File: config.mk
export PLATFORM = sky130hd
export DESIGN_NAME = rtcal_top
export DESIGN_NICKNAME = d
export VERILOG_FILES = /design/src/rtl/rtcal_pkg.sv /design/src/rtl/rtcal_prescaler.sv /design/src/rtl/rtcal_top.sv
export SDC_FILE = /design/constraint.sdc
export NUM_CORES = 1
export LEC_CHECK = 0
export BUFFER_PORTS_ARGS = -buffer_cell sky130_fd_sc_hd__buf_2
export CAP_MARGIN = 15
export CORE_UTILIZATION = 56
export DETAILED_ROUTE_END_ITERATION = 7
export GPL_TIMING_DRIVEN = 0
export HOLD_SLACK_MARGIN = 0.03
export PLACE_DENSITY = 0.85
export SLEW_MARGIN = 20
export SYNTH_ARGS = -nofsm -noshare
export SYNTH_HDL_FRONTEND = slang
export SYNTH_HIERARCHICAL = 1
export SYNTH_SLANG_ARGS = --single-unit
File: constraint.sdc
create_clock -name clk_i -period 6.3 [get_ports clk_i]
set_input_delay 1.26 -clock clk_i [delete_from_list [all_inputs] [get_ports clk_i]]
set_output_delay 1.26 -clock clk_i [all_outputs]
set_load 0.1 [all_outputs]
File: src/rtl/rtcal_pkg.sv
// Constants for the real-time clock, alarm and calibration block.
// Assumes a 125 MHz system clock with a one-cycle time base enable.
//
// Summary of operation
// - Keepalive set keeps secure clock driver on
// - Keepalive clear drops secure clock when off
// - Secure regulator enabled from reset, never disabled
// - Mode codes 00110..01001 (bit 4 clear) give 1.3 V when on
// - Other mode codes always give 1.2 V
// - Disable bit stops clock; enabled after power-up
// - Prescaler divides time base to one-second tick
// - Seconds counter runs 0 to 86399 then wraps
// - Seconds wrap increments 15-bit day counter
// - Tick sets flag; interrupt only when unmasked
// - Seconds and day match set alarm flag
// - Alarm turns system on when off
// - Reset clears counters and alarm registers
// - Reset sets the time lost flag
// - 5-bit signed word adjusts prescaler length
// - Word value equals counts per 32768 cycles
// - Calibration touches prescaler only, not clocks
// - Mode 00 off, 01 not coin, 11 all
// - Mode 01 suspends on backup cell power
// - Flags latched until written one; mask blocks
// - All mask bits set at power-up
package rtcal_pkg;

    //------------------------------------------------------------
    // Widths and counts
    //------------------------------------------------------------
    localparam int SEC_W = 17;
    localparam int DAY_W = 15;
    localparam int PRE_W = 16;
    localparam int CAL_W = 5;
    localparam int FLAG_W = 3;
    localparam logic [PRE_W-1:0] PRE_NOMINAL = 16'h8000;
    localparam logic [SEC_W-1:0] SEC_LAST = 17'h1_517F;

    //------------------------------------------------------------
    // Flag positions, reset values, mode encodings
    //------------------------------------------------------------
    localparam int FLAG_TICK = 0;
    localparam int FLAG_ALARM = 1;
    localparam int FLAG_LOST = 2;
    localparam logic [FLAG_W-1:0] MASK_RESET = 3'h7;
    localparam logic [FLAG_W-1:0] FLAG_RESET = 3'h4;
    localparam logic [1:0] CALMODE_OFF = 2'h0;
    localparam logic [1:0] CALMODE_NOCOIN = 2'h1;
    localparam logic [1:0] CALMODE_ALL = 2'h3;
    localparam logic [3:0] PUMS_HI_FIRST = 4'h6;
    localparam logic [3:0] PUMS_HI_LAST = 4'h9;

    // Operating states seen by the block
    typedef enum logic [1:0] {
        RTCAL_ON,
        RTCAL_STANDBY,
        RTCAL_OFF,
        RTCAL_COIN
    } rtcal_pwr_t;

endpackage

File: src/rtl/rtcal_prescaler.sv
// Calibrated prescaler producing the one-second tick.
// Assumes tb_en_i pulses once per 32.768 kHz time base cycle.
`timescale 1ns/1ps
module rtcal_prescaler
(
    input  wire logic                          clk_i,
    input  wire logic                          reset_n_i,
    input  wire logic                          run_i,
    input  wire logic                          tb_en_i,
    input  wire logic                          cal_on_i,
    input  wire logic [rtcal_pkg::CAL_W-1:0]   cal_word_i,
    output logic                               tick_o
);

    logic [rtcal_pkg::PRE_W-1:0] cnt_reg;
    logic [rtcal_pkg::PRE_W-1:0] cnt_next;
    logic [rtcal_pkg::PRE_W-1:0] period;
    logic [rtcal_pkg::PRE_W-1:0] cal_ext;
    logic                        tick_next;
    logic                        tick_reg;

    //------------------------------------------------------------
    // Period length
    //------------------------------------------------------------
    // Sign-extend word; negative shortens, positive lengthens
    always_comb
    begin
        cal_ext = {{(rtcal_pkg::PRE_W-rtcal_pkg::CAL_W){cal_word_i[4]}},
                   cal_word_i};
        period = cal_on_i ? rtcal_pkg::PRE_NOMINAL + cal_ext
                          : rtcal_pkg::PRE_NOMINAL;
    end

    // Count time base enables, wrap at period end
    always_comb
    begin
        cnt_next = cnt_reg;
        tick_next = 1'b0;
        if (run_i && tb_en_i)
        begin
            if (cnt_reg >= period - 16'h0001)
            begin
                cnt_next = '0;
                tick_next = 1'b1;
            end
            else
            begin
                cnt_next = cnt_reg + 16'h0001;
            end
        end
    end

    // Register prescaler state
    always_ff @(posedge clk_i or negedge reset_n_i)
    begin
        if (!reset_n_i)
        begin
            cnt_reg <= '0;
            tick_reg <= 1'b0;
        end
        else
        begin
            cnt_reg <= cnt_next;
            tick_reg <= tick_next;
        end
    end

    assign tick_o = tick_reg;

endmodule

File: src/rtl/rtcal_top.sv
// Real-time clock: time and day counters, alarm, calibration,
// flags, secure clock keepalive and regulator level select.
// Assumes reset_n_i is the backup power-on reset and all inputs
// are synchronous to clk_i; host writes arrive as one-cycle pulses.
`timescale 1ns/1ps
module rtcal_top
(
    input  wire logic                          clk_i,
    input  wire logic                          reset_n_i,
    input  wire logic                          tb_en_i,
    input  wire logic                          ref_clock_i,
    input  wire logic [1:0]                    pwr_state_i,
    input  wire logic [4:0]                    power_up_mode_select_i,
    input  wire logic                          secure_clock_keepalive_i,
    input  wire logic                          clock_disable_bit_i,
    input  wire logic [rtcal_pkg::CAL_W-1:0]   calibration_word_i,
    input  wire logic [1:0]                    calibration_enable_mode_i,
    input  wire logic                          alarm_wr_i,
    input  wire logic [rtcal_pkg::SEC_W-1:0]   alarm_sec_wdata_i,
    input  wire logic [rtcal_pkg::DAY_W-1:0]   alarm_day_wdata_i,
    input  wire logic                          time_wr_i,
    input  wire logic [rtcal_pkg::SEC_W-1:0]   sec_wdata_i,
    input  wire logic [rtcal_pkg::DAY_W-1:0]   day_wdata_i,
    input  wire logic                          mask_wr_i,
    input  wire logic [rtcal_pkg::FLAG_W-1:0]  mask_wdata_i,
    input  wire logic [rtcal_pkg::FLAG_W-1:0]  flag_clear_i,
    output logic [rtcal_pkg::SEC_W-1:0]        seconds_of_day_o,
    output logic [rtcal_pkg::DAY_W-1:0]        day_count_o,
    output logic [rtcal_pkg::SEC_W-1:0]        alarm_seconds_o,
    output logic [rtcal_pkg::DAY_W-1:0]        alarm_day_o,
    output logic [rtcal_pkg::FLAG_W-1:0]       flags_o,
    output logic [rtcal_pkg::FLAG_W-1:0]       mask_o,
    output logic                               irq_o,
    output logic                               alarm_wake_o,
    output logic                               secure_ref_clock_out_o,
    output logic                               secure_ref_clock_en_o,
    output logic                               secure_domain_reg_en_o,
    output logic                               secure_domain_reg_hi_o
);

    //------------------------------------------------------------
    // Declarations
    //------------------------------------------------------------
    logic [rtcal_pkg::SEC_W-1:0]  sec_reg;
    logic [rtcal_pkg::SEC_W-1:0]  sec_next;
    logic [rtcal_pkg::DAY_W-1:0]  day_reg;
    logic [rtcal_pkg::DAY_W-1:0]  day_next;
    logic [rtcal_pkg::SEC_W-1:0]  alarm_sec_reg;
    logic [rtcal_pkg::SEC_W-1:0]  alarm_sec_next;
    logic [rtcal_pkg::DAY_W-1:0]  alarm_day_reg;
    logic [rtcal_pkg::DAY_W-1:0]  alarm_day_next;
    logic [rtcal_pkg::FLAG_W-1:0] flag_reg;
    logic [rtcal_pkg::FLAG_W-1:0] flag_next;
    logic [rtcal_pkg::FLAG_W-1:0] mask_reg;
    logic [rtcal_pkg::FLAG_W-1:0] mask_next;
    logic [rtcal_pkg::FLAG_W-1:0] flag_set;
    logic                         match_reg;
    logic                         match_next;
    logic                         wake_reg;
    logic                         wake_next;
    logic                         sec_en_reg;
    logic                         sec_en_next;
    logic                         hi_reg;
    logic                         hi_next;
    logic                         tick;
    logic                         cal_on;
    logic                         run;
    logic                         is_off;
    logic                         is_on;
    logic                         pums_hi;
    logic                         match_now;
    rtcal_pkg::rtcal_pwr_t        pwr_state;

    //------------------------------------------------------------
    // Power state decode and calibration enable
    //------------------------------------------------------------
    // Decode power state and calibration qualifiers
    always_comb
    begin
        pwr_state = rtcal_pkg::rtcal_pwr_t'(pwr_state_i);
        is_off = (pwr_state == rtcal_pkg::RTCAL_OFF)
              || (pwr_state == rtcal_pkg::RTCAL_COIN);
        is_on = !is_off;
        run = !clock_disable_bit_i;
        unique case (calibration_enable_mode_i)
            rtcal_pkg::CALMODE_NOCOIN:
                cal_on = (pwr_state != rtcal_pkg::RTCAL_COIN);
            rtcal_pkg::CALMODE_ALL:
                cal_on = 1'b1;
            default:
                cal_on = 1'b0; // Off or reserved code
        endcase
    end

    //------------------------------------------------------------
    // Prescaler
    //------------------------------------------------------------
    rtcal_prescaler u_prescaler
    (
        .clk_i      (clk_i),
        .reset_n_i  (reset_n_i),
        .run_i      (run),
        .tb_en_i    (tb_en_i),
        .cal_on_i   (cal_on),
        .cal_word_i (calibration_word_i),
        .tick_o     (tick)
    );

    //------------------------------------------------------------
    // Time and day counters
    //------------------------------------------------------------
    // Advance on tick, wrap seconds, carry into day
    always_comb
    begin
        sec_next = sec_reg;
        day_next = day_reg;
        if (time_wr_i)
        begin
            sec_next = sec_wdata_i;
            day_next = day_wdata_i;
        end
        else if (tick)
        begin
            if (sec_reg >= rtcal_pkg::SEC_LAST)
            begin
                sec_next = '0;
                day_next = day_reg + 15'h0001;
            end
            else
            begin
                sec_next = sec_reg + 17'h0_0001;
            end
        end
    end

    // Counters cleared by backup reset
    always_ff @(posedge clk_i or negedge reset_n_i)
    begin
        if (!reset_n_i)
        begin
            sec_reg <= '0;
            day_reg <= '0;
        end
        else
        begin
            sec_reg <= sec_next;
            day_reg <= day_next;
        end
    end

    //------------------------------------------------------------
    // Alarm registers and match
    //------------------------------------------------------------
    // Host loads alarm time; match detected on rising edge only
    always_comb
    begin
        alarm_sec_next = alarm_wr_i ? alarm_sec_wdata_i : alarm_sec_reg;
        alarm_day_next = alarm_wr_i ? alarm_day_wdata_i : alarm_day_reg;
        match_now = (sec_reg == alarm_sec_reg)
                 && (day_reg == alarm_day_reg);
        match_next = match_now;
        sec_en_next = sec_en_reg;
        if (time_wr_i || alarm_wr_i || tick)
            sec_en_next = 1'b1;
    end

    // Register alarm state
    always_ff @(posedge clk_i or negedge reset_n_i)
    begin
        if (!reset_n_i)
        begin
            alarm_sec_reg <= '0;
            alarm_day_reg <= '0;
            match_reg <= 1'b1;
            sec_en_reg <= 1'b0;
        end
        else
        begin
            alarm_sec_reg <= alarm_sec_next;
            alarm_day_reg <= alarm_day_next;
            match_reg <= match_next;
            sec_en_reg <= sec_en_next;
        end
    end

    //------------------------------------------------------------
    // Flags and masks
    //------------------------------------------------------------
    // Hardware set wins over a write-one clear
    always_comb
    begin
        flag_set = '0;
        flag_set[rtcal_pkg::FLAG_TICK] = tick;
        flag_set[rtcal_pkg::FLAG_ALARM] = match_now && !match_reg
                                       && sec_en_reg;
        flag_next = (flag_reg & ~flag_clear_i) | flag_set;
        mask_next = mask_wr_i ? mask_wdata_i : mask_reg;
    end

    // Lost flag set and masks set by backup reset
    always_ff @(posedge clk_i or negedge reset_n_i)
    begin
        if (!reset_n_i)
        begin
            flag_reg <= rtcal_pkg::FLAG_RESET;
            mask_reg <= rtcal_pkg::MASK_RESET;
        end
        else
        begin
            flag_reg <= flag_next;
            mask_reg <= mask_next;
        end
    end

    //------------------------------------------------------------
    // Wake request and regulator level
    //------------------------------------------------------------
    // Alarm wakes an off system; level latched per state
    always_comb
    begin
        wake_next = flag_set[rtcal_pkg::FLAG_ALARM] && is_off;
        pums_hi = (power_up_mode_select_i[3:0] >= rtcal_pkg::PUMS_HI_FIRST)
               && (power_up_mode_select_i[3:0] <= rtcal_pkg::PUMS_HI_LAST)
               && !power_up_mode_select_i[4];
        hi_next = pums_hi && is_on;
    end

    // Register wake pulse and level select
    always_ff @(posedge clk_i or negedge reset_n_i)
    begin
        if (!reset_n_i)
        begin
            wake_reg <= 1'b0;
            hi_reg <= 1'b0;
        end
        else
        begin
            wake_reg <= wake_next;
            hi_reg <= hi_next;
        end
    end

    //------------------------------------------------------------
    // Outputs
    //------------------------------------------------------------
    // Interrupt only from unmasked flags
    assign irq_o = |(flag_reg & ~mask_reg);
    assign seconds_of_day_o = sec_reg;
    assign day_count_o = day_reg;
    assign alarm_seconds_o = alarm_sec_reg;
    assign alarm_day_o = alarm_day_reg;
    assign flags_o = flag_reg;
    assign mask_o = mask_reg;
    assign alarm_wake_o = wake_reg;
    // Secure clock driver kept alive off only with keepalive
    assign secure_ref_clock_en_o = is_on || secure_clock_keepalive_i;
    assign secure_ref_clock_out_o = ref_clock_i
                                 && secure_ref_clock_en_o;
    assign secure_domain_reg_en_o = 1'b1;
    assign secure_domain_reg_hi_o = hi_reg;

endmodule

; Word-level counts from Yosys, hierarchy flattened
; Cells that the tools add are included.
[classes]
addsub = 5
n_lt_le_gt_ge = 4
n_eq_ne = 7
mux = 11
bitwise = 5
n_reduce_logical = 21
[op_table]
columns = cell, count
row1 = 17-bit two-way mux, 3
row2 = 15-bit two-way mux, 3
row3 = 16-bit two-way mux, 2
row4 = 17-bit by 1-bit adder with 17-bit output (second input constant), 1
row5 = 17-bit == test, 1
row6 = 17-bit greater-or-equal comparator (second input constant), 1
row7 = 16-bit by 1-bit adder with 16-bit output (second input constant), 1
row8 = 16-bit adder (first input constant), 1
row9 = 16-bit greater-or-equal comparator, 1
row10 = 16-bit by 1-bit subtractor with 16-bit output (second input constant), 1
row11 = 15-bit by 1-bit adder with 15-bit output (second input constant), 1
row12 = 15-bit == test, 1
row13 = 1-bit logical AND, 9
row14 = 3-bit bitwise AND, 2
row15 = 2-bit == test (second input constant), 3
row16 = 3-bit NOT, 2
row17 = 4-bit by 3-bit greater-or-equal comparator with 1-bit output (second input constant), 1
row18 = 4-bit less-or-equal comparator (second input constant), 1
row19 = 1-bit zero test, 4
row20 = 1-bit logical OR, 4
row21 = 2-bit nonzero test, 2
row22 = 3-bit by 2-bit bitwise OR with 3-bit output, 1
row23 = 3-bit OR reduction, 1
row24 = 2-bit by 1-bit == test with 1-bit output (second input constant), 1
row25 = other kinds (4), 5
[totals]
ff_bits = 91
inputBits = 93
output_inout_bits = 76
word_cells = 65

; Depth between registers and ports, before layout
; Gate-level depths: netlist of the first run.
[depth]
ltp_word = 7
mapped_depth = 15
depth_no_buf = 13

; Cells and area by module
; Netlist of the first run, hierarchy kept.
[by_module_without_submodules]
columns = mod, instances, cells_each, area_each_um2, seq_area_each_um2
row1 = rtcal_top, 1, 402, 4075.2, 1858.0
row2 = rtcal_prescaler, 1, 146, 1341.3, 425.4

; Worst setup path after synthesis of the first run
; OpenSTA, ideal clock, no wires.
[synth_timing]
path_kind = input port to output port
from = input port secure_clock_keepalive_i
to = output port secure_ref_clock_out_o
t_arrival_ns = 2.899
slack_ns = 2.141
cell_stages = 2
n_path_buf = 0
cell_sequence = nand2b_1 > and2_1
[synth_between]
elab_chain_len = 2
[synth_rtl]
columns = element, line
row1 = from (decl), rtcal_top.sv:14  ; input wire logic secure_clock_keepalive_i,
row2 = 1-bit logical OR, rtcal_top.sv:256  ; assign secure_ref_clock_en_o = is_on || secure_clock_keepalive_i;
row3 = 1-bit logical AND, rtcal_top.sv:258  ; && secure_ref_clock_en_o;
row4 = to (decl), rtcal_top.sv:35  ; output logic secure_ref_clock_out_o,
; Every way passes these cells.

; Worst setup path after layout of the first run
[layout_timing]
from = input port pwr_state_i[1]
to = register u_prescaler/cnt_reg[7] (netlist name)
[layout_between]
elab_chain_len = 6
[layout_rtl]
columns = element, line
row1 = from (decl), rtcal_top.sv:12  ; input wire logic [1:0] pwr_state_i,
row2 = 2-bit inequality test, rtcal_top.sv:87  ; cal_on = (pwr_state != rtcal_pkg::RTCAL_COIN);
row3 = 1-bit one-hot mux with 2 select lines, rtcal_top.sv:85  ; unique case (calibration_enable_mode_i)
row4 = net cal_on, rtcal_top.sv:66  ; logic cal_on;
row5 = 16-bit two-way mux, rtcal_prescaler.sv:30  ; period = cal_on_i ? rtcal_pkg::PRE_NOMINAL + cal_ext
row6 = 16-bit by 1-bit subtractor with 16-bit output, rtcal_prescaler.sv:41  ; if (cnt_reg >= period - 16'h0001)
row7 = 16-bit greater-or-equal comparator, rtcal_prescaler.sv:41
row8 = 16-bit two-way mux, rtcal_prescaler.sv:41
row9 = to (signal assigned), rtcal_prescaler.sv:63  ; cnt_reg <= cnt_next;
row10 = to (decl), rtcal_prescaler.sv:15  ; logic [rtcal_pkg::PRE_W-1:0] cnt_reg;
; The timed path passes the listed nets, and every way through them passes these cells.
; A chain may end at the register's enable or synchronous reset.

==> results summary, run 1 <==
The flow ran to the end, and the final reports show no timing, DRC or antenna violations. In the final layout, flip-flops and latches occupy 2283 sq um. In this run the deepest clock path goes through 2 buffers.

In this run the clock root is driven by a sky130_fd_sc_hd__clkbuf_8. The path class of the tightest hold or removal check is register to register. The number of cells upsized or downsized after cts is 0. The remaining global-route overflow is 0. After synthesis the netlist holds a flip-flop and latch count of 91. For this design the ratio of total power to cell area is 273.5 nW/um^2.

The mapped netlist covers 5416 sq um. After detailed routing, the number of vias per cell comes to 6.130. The total detailed-routing wirelength came out at 15.74 mm. The synthesized net count came out at 665. The max-cap violation count is 0.

The detail-routed net length per standard cell is 18.30 microns. The number of setup buffers added after CTS is 0. The I/O pin count came out at 169. The share of synthesized area in the top cell type comes to 0.3973. The share of the Yosys chip area taken by registers is 0.4216. The final max-slew violation count came to 0. The via count of the first global-routing pass came out at 4,846. The number of library cell types mapped by synthesis is 60.

The count of buffers from port buffering came out at 165. The final weighted congestion of routability-driven global placement came out at 0.9613. The post-layout minimum cycle time is 4.096 ns. The cts-stage hold buffer count is 0.

The maximum clock frequency is 244.2 MHz. For this run, design rule violations remaining after detail routing come to 0. Yosys mapped a number of flops with a built-in enable equal to 0. The worst endpoint required time came out at 6.53 ns. The placed wire-length estimate came out at 11.95 mm. The number of CTS-inserted buffers came out at 9. The clock sink total came out at 91. The number of endpoints with negative hold slack in the final report came out at 0. The cell with the most instances after synthesis is sky130_fd_sc_hd__dfrtp_1. The number of routed nets with antenna violations is 0. Setup total negative slack on the finished layout was measured at 0 ns. Measured against its own limit, the worst slew margin works out to 0.4008. The commonest cells after synthesis are sky130_fd_sc_hd__dfrtp_1, sky130_fd_sc_hd__nand2_1, sky130_fd_sc_hd__xor2_1. The insertion delay of the later-clocked pin in the worst-skew pair came out at 0.35 ns. The proportion of synthesized flip-flops having asynchronous set or reset is 1.000. The largest net degree at the start of global routing came out at 35. The gate count of the mapped netlist came out at 548.

The overall track demand over capacity in global routing came out at 0.3174. The worst setup path is launched from a primary input. The layout has 721 filler cells. The average cell area after synthesis came out at 9.884 sq um. The area enclosed by the die boundary came out at 10,070 sq um. The violation count after the first detailed-route iteration is 415. Total power for the finished layout comes to 1.828 mW. The count of yosys warnings during synthesis is 6.

Sorting the synthesized cells by area gives the leading types as sky130_fd_sc_hd__dfrtp_1, sky130_fd_sc_hd__mux2_2, sky130_fd_sc_hd__xor2_1. The number of iterations in the first detailed-routing pass came out at 5. The leakage component of the power is 3.104 nW. Across the VDD grid, the largest voltage drop is 185.4 uV. The first global-routing pass estimated 24.68 mm of wire.

sky130_fd_sc_hd__dfrtp_1 takes more of the synthesized area than any other cell. 0 antenna diodes ended up in the layout. The critical path in this run is classified as primary input to register. TritonCTS built the clock tree. Of the available clock period, the critical path in the final layout requires 0.6501. Setup repair after global routing left no endpoint under its margin. The vertical die dimension is 100.3 microns. In the final layout, the share of cells above drive strength 1 is 0.3297. The multi-input combinational cells in the finished layout cover a total of 2918 sq um.

The worst-margin pin slew came out at 0.8875 ns. The worst setup path is captured at a register. Among all flip-flop cells after synthesis, the most frequent one is sky130_fd_sc_hd__dfrtp_1. The arrival time of the worst setup path came out at 4.33 ns. The number of nets in the layout came out at 843. The placement row count is 35. The layout overhead on the synthesized area came out at 23.38%. The worst clock skew is 0.01325 ns. The chip width is 100.3 microns. The total area inside the core boundary comes to 9284 sq um. The initial antenna violation count came to 0.

The critical-path maximum fanout is 10. The starting utilization of the core area is 0.5834. The clock slew seen by the registers of the worst setup and hold paths came out at 0.09 ns. The number of vias after detailed routing came out at 5,272. Setup violations remaining at the end of the flow were counted as 0.

The number of levels the H-tree was split into is 3.
-- cell families (layout without fill, tap and decap cells) --
family	after synthesis	in the layout	share of synthesized area
adder cells (fa/ha/maj)	24	24	0.05544
buffers and inverters	48	231	0.03973
AO/OA/AOI/OAI	98	98	0.1312
XOR/XNOR	50	50	0.08085
multiplexers	35	35	0.07277
AND/OR/NAND/NOR	201	201	0.1977
other	1	1	0.0006923
flip-flops	91	91	0.4216
-- routing by layer --
layer | track usage | part of all wire | vias up | wire length [microns]
met5 | 0 | 0 | - | 0
met3 | 0.05710 | 0.093 | 67 | 1461
met1 | 0.4331 | 0.41 | 2486 | 6400
met4 | 0.1616 | 0.044 | 0 | 700
met2 | 0.4868 | 0.46 | 344 | 7174
li1 | - | - | 2375 | -
-- through the flow --
| stage | std cells | instance area [sq um] | util | setup WS (ns) | hold WS, ns |
|---|---|---|---|---|---|
| 2_1_floorplan | 548 | 5416 | - | 2.141 | 0.4506 |
| 3_3_place_gp | 842 | 6404 | 0.6898 | 2.051 | 0.4535 |
| 3_5_place_dp | 844 | 6446 | 0.6943 | 1.918 | 0.4813 |
| 4_1_cts | 860 | 6683 | 0.7198 | 2.258 | 0.4961 |
| 5_1_grt | 860 | 6683 | 0.7198 | 2.084 | 0.5079 |
| 6_report | 860 | 6683 | 0.7198 | 2.204 | 0.4901 |
-- critical path, cell delays in order --
cell and delay (ns):
sky130_fd_sc_hd__buf_2 0.12, sky130_fd_sc_hd__nand2_1 0.05, sky130_fd_sc_hd__o21a_1 0.10, sky130_fd_sc_hd__clkbuf_1 0.32, sky130_fd_sc_hd__nand2_1 0.25, sky130_fd_sc_hd__ha_1 0.27
sky130_fd_sc_hd__xnor2_1 0.14, sky130_fd_sc_hd__ha_1 0.33, sky130_fd_sc_hd__nand4_2 0.15, sky130_fd_sc_hd__nor3_2 0.27, sky130_fd_sc_hd__or4b_4 0.53, sky130_fd_sc_hd__a31oi_4 0.28
sky130_fd_sc_hd__buf_6 0.18, sky130_fd_sc_hd__nor2_1 0.06
-- final timing paths --
path,start,to,slack [ns],depth (start not counted)
max in group asynchronous,reset_n_i,alarm_seconds_o[6],4.74,3
hold reg to reg,flags_o[2],flags_o[2],0.49,2
setup reg to reg,seconds_of_day_o[0],seconds_of_day_o[9],3.89,8
min in group asynchronous,reset_n_i,day_count_o[3],0.80,1
setup / recovery,pwr_state_i[1],u_prescaler/cnt_reg[7],2.20,14
hold / removal,flags_o[2],flags_o[2],0.49,2
-- report_power, final --
part / internal [mW] / total [mW] / switching (mW)
Combinational: 0.159 / 0.647 / 0.488
Clock: 0.247 / 0.458 / 0.211
Sequential: 0.639 / 0.723 / 0.0837
-- layout make-up --
class | instances | area share
clock inverters | 5 | 0.01273
flip-flops and latches | 91 | 0.3417
inverters | 18 | 0.01011
multi-input cells | 409 | 0.4366
repair buffers | 167 | 0.1299
clock buffers | 11 | 0.02265
well taps | 129 | 0.02415
plain buffers | 30 | 0.02209
-- cell usage in the layout (no fill, tap or decap), drive strengths merged, types with 4 or more instances in the layout --
cell type	Yosys	routed
xnor2	7	7
o311ai	4	4
inv	17	17
dfrtp	86	86
dfstp	5	5
nor4	15	15
o21a	5	5
or4	12	12
nand2	55	55
clkbuf	24	35
mux2	35	35
nand3	19	19
nor3	11	11
a21oi	12	12
a31oi	12	12
o31ai	15	15
ha	24	24
and4	8	8
buf	6	173
nor2	41	41
nand4	17	17
and3	9	9
o21ai	20	20
xor2	43	43
Note: power is estimated with default switching activity, not from simulation.
==> inputs of run 2 (changes only) <==
Settings changed: CORE_UTILIZATION 56 to 52, PLACE_DENSITY 0.85 to 0.8.
Clock period 6.3 ns to 4 ns, I/O delays scaled along.
==> run 2 against run 1 <==
Via count about the same. First-iteration DRC count up 8.7%. Global-route usage down 2.2 points. Non-clock buffer count unchanged. Clock power up 48%. Flip-flop and latch count unchanged. Cell area down 0.22%. Combinational power up 58%. Die area up 7.5%. Critical path type unchanged. Critical endpoint is now u_prescaler/cnt_reg[3].
==> results summary, run 2 (synthesis gave the netlist of run 1 again) <==
The antenna diode count came out at 0. Data on the critical path arrives at its endpoint at 3.75 ns. The number of endpoints with negative hold slack in the final report came out at 0. The number of instances in the placed design came out at 848. The clock sink total came out at 91.

Data on the critical path is required at its endpoint by 4.26 ns. The chip width came out at 104.1 microns. The endpoint identified for the worst register-to-register timing path is seconds_of_day_o[13]. The number of iterations in the first detailed-routing pass came out at 5. The proportion of layout cells with a drive suffix above 1 came out at 0.3297. The headroom to the max-slew limit is 0.2901. The flow ran to the end, and the final reports show no timing, DRC or antenna violations. The placed wire-length estimate came out at 12.08 mm. Dividing the detail-routed wire length by the instance count gives 18.29 microns. The pre-CTS setup slack is 0.1617 ns. Buffers placed on the I/O ports in this run total 165. The worst-margin pin slew is 1.052 ns. The fraction of power spent switching nets is 0.4489. In this run the worst path has a maximum fanout of 10. The worst hold path class is primary input to asynchronous set/reset pin. The area occupied by multi-input gates is 2918 sq um.

After detailed routing, the number of vias per cell comes to 6.096. The first global-routing pass estimated 25.54 mm of wire. The tool flagged a number of max-cap violations equal to 0. The remaining global-route overflow is 0. The final critical-path share of the clock period is 0.8731. The share of total power dissipated in sequential elements is 0.402.

STA classifies the critical path startpoint as a primary input. For this design the static power due to leakage is 3.098 nW. The die covers 10,830 sq um.

The total non-filler cell area in the finished layout came out at 6668 sq um. The worst setup path is captured at a register. The post-layout minimum cycle time is 3.492 ns. The via count of the first global-routing pass came out at 5,034. In this run the remaining antenna-violating nets after routing total 0. The worst clock skew came out at 0.01412 ns. The worst hold slack across all endpoints came out at 0.3229 ns. The largest net degree at the start of global routing came out at 38. The violation count after the first detailed-route iteration is 451. The number of post-CTS setup repair buffers is 0. Setup repair after global routing left no endpoint under its margin. After the last flow step, the layout net total stands at 843. The placement row count is 36.

The final max-slew violation count is 0. The root buffer cell chosen for the clock tree is sky130_fd_sc_hd__clkbuf_8. The total detailed-routing wirelength is 15.80 mm. The starting utilization of the core area is 0.5441. In the layout the commonest cells are sky130_fd_sc_hd__buf_2, sky130_fd_sc_hd__dfrtp_1, sky130_fd_sc_hd__nand2_1, sky130_fd_sc_hd__xor2_1, sky130_fd_sc_hd__nor2_1. The share of total power dissipated in combinational logic is 0.359.

The initial antenna violation count is 0. The number of endpoints failing setup at the final stage is 0. Derived from the worst setup path, the maximum achievable clock frequency is 286.3 MHz. The peak supply drop is 333.8 uV. For this run, the number of standard cells in the final layout without fillers is 864.

The I/O pin count came out at 169. The number of vias after detailed routing is 5,267. For this design the total switching power over the nets is 1.274 mW.

The final weighted congestion of routability-driven global placement is 0.9272. The library cell used most frequently in the layout, excluding fill and tap cells, is sky130_fd_sc_hd__buf_2. In this run the vertical extent of the chip is 104.1 microns.

The internal portion of the total power is 1.564 mW. After detailed routing, the number of remaining DRC violations is 0. The critical path is of the primary input to register type. The area growth from synthesis to layout is 23.10%. The number of CTS-inserted buffers came out at 9. The total chip power came out at 2.839 mW. The clock reaches the later pin of the worst-skew pair after 0.37 ns.

The count of cells along the worst register-to-register path came out at 6. The number of levels the H-tree was split into is 3. In this run the deepest clock path goes through 2 buffers. The fraction of the core area covered by cells at the end of the flow came out at 0.6698.

The total negative setup slack is 0 ns. The final worst slack is 0.5076 ns. The overall track demand over capacity in global routing is 0.2952. Buffers inserted to repair hold after CTS numbered 0.

The total power density per cell area came out at 425.8 nW/um^2. The TritonCTS clock tree is done. The area after detailed placement is 6451 sq um. Post-CTS repair changed the size of 0 cells. The startpoint identified for the worst register-to-register timing path is seconds_of_day_o[0]. The clock slew seen by the registers of the worst setup and hold paths came out at 0.11 ns.

The layout has 803 filler cells. The relative contribution of the clock network to total power came out at 0.239. After floorplanning, the core was sized to cover 9955 sq um. The footprint of the flip-flops and latches is 2283 sq um. The worst reg-to-reg setup slack came out at 1.43 ns.
run 2: cell types whose count changed in the layout (fill, tap and decap cells not counted), sizes merged:
cell      delta
clkinvlp     -1
clkbuf       -2
inv          +4
bufinv       -1
run 2: worst max path at each step:
stage	depth (start not counted)	startpoint	end
2_1_floorplan	12	calibration_word_i[3]	u_prescaler/cnt_reg[7]
3_3_place_gp	13	calibration_word_i[3]	u_prescaler/cnt_reg[3]
3_5_place_dp	13	calibration_word_i[3]	u_prescaler/cnt_reg[3]
4_1_cts	13	calibration_word_i[3]	u_prescaler/cnt_reg[3]
5_1_grt	14	pwr_state_i[1]	u_prescaler/cnt_reg[3]
6_report	13	calibration_word_i[3]	u_prescaler/cnt_reg[3]
run 2: power by group through the flow:
stage / sequential (mW) / combinational (mW) / clock [mW]
after floorplan: 1.59 / 0.305 / 0
after global placement: 1.15 / 0.984 / 0
after detailed placement: 1.15 / 1.01 / 0
after CTS: 1.14 / 1.02 / 0.693
after global routing: 1.15 / 1.07 / 0.731
final: 1.14 / 1.02 / 0.680
run 2: worst max-delay path, stage by stage:
cell and delay [ns]:
sky130_fd_sc_hd__buf_2 0.11, sky130_fd_sc_hd__or4_1 0.58, sky130_fd_sc_hd__o21a_1 0.22, sky130_fd_sc_hd__inv_1 0.06, sky130_fd_sc_hd__ha_1 0.14, sky130_fd_sc_hd__xnor2_1 0.08, sky130_fd_sc_hd__ha_1 0.33, sky130_fd_sc_hd__nand4_2 0.15
sky130_fd_sc_hd__nor3_2 0.26, sky130_fd_sc_hd__or4b_4 0.52, sky130_fd_sc_hd__a31oi_4 0.27, sky130_fd_sc_hd__buf_6 0.18, sky130_fd_sc_hd__nor2_1 0.06
run 2: layout make-up:
| cell class | count | area share |
|---|---|---|
| timing repair buffer | 167 | 0.1302 |
| clock buffer | 9 | 0.01858 |
| multi-input combinational | 409 | 0.4376 |
| clock inverter | 7 | 0.01389 |
| inverter | 18 | 0.01013 |
| buffer | 30 | 0.02214 |
| tap | 133 | 0.02496 |
| sequential | 91 | 0.3425 |
run 2: metal layers:
layer / GRT usage / share of wire / vias up
li1: - / - / 2379
met5: 0 / 0 / -
met2: 0.4657 / 0.46 / 306
met1: 0.3948 / 0.42 / 2524
met3: 0.05075 / 0.084 / 58
met4: 0.1418 / 0.040 / 0
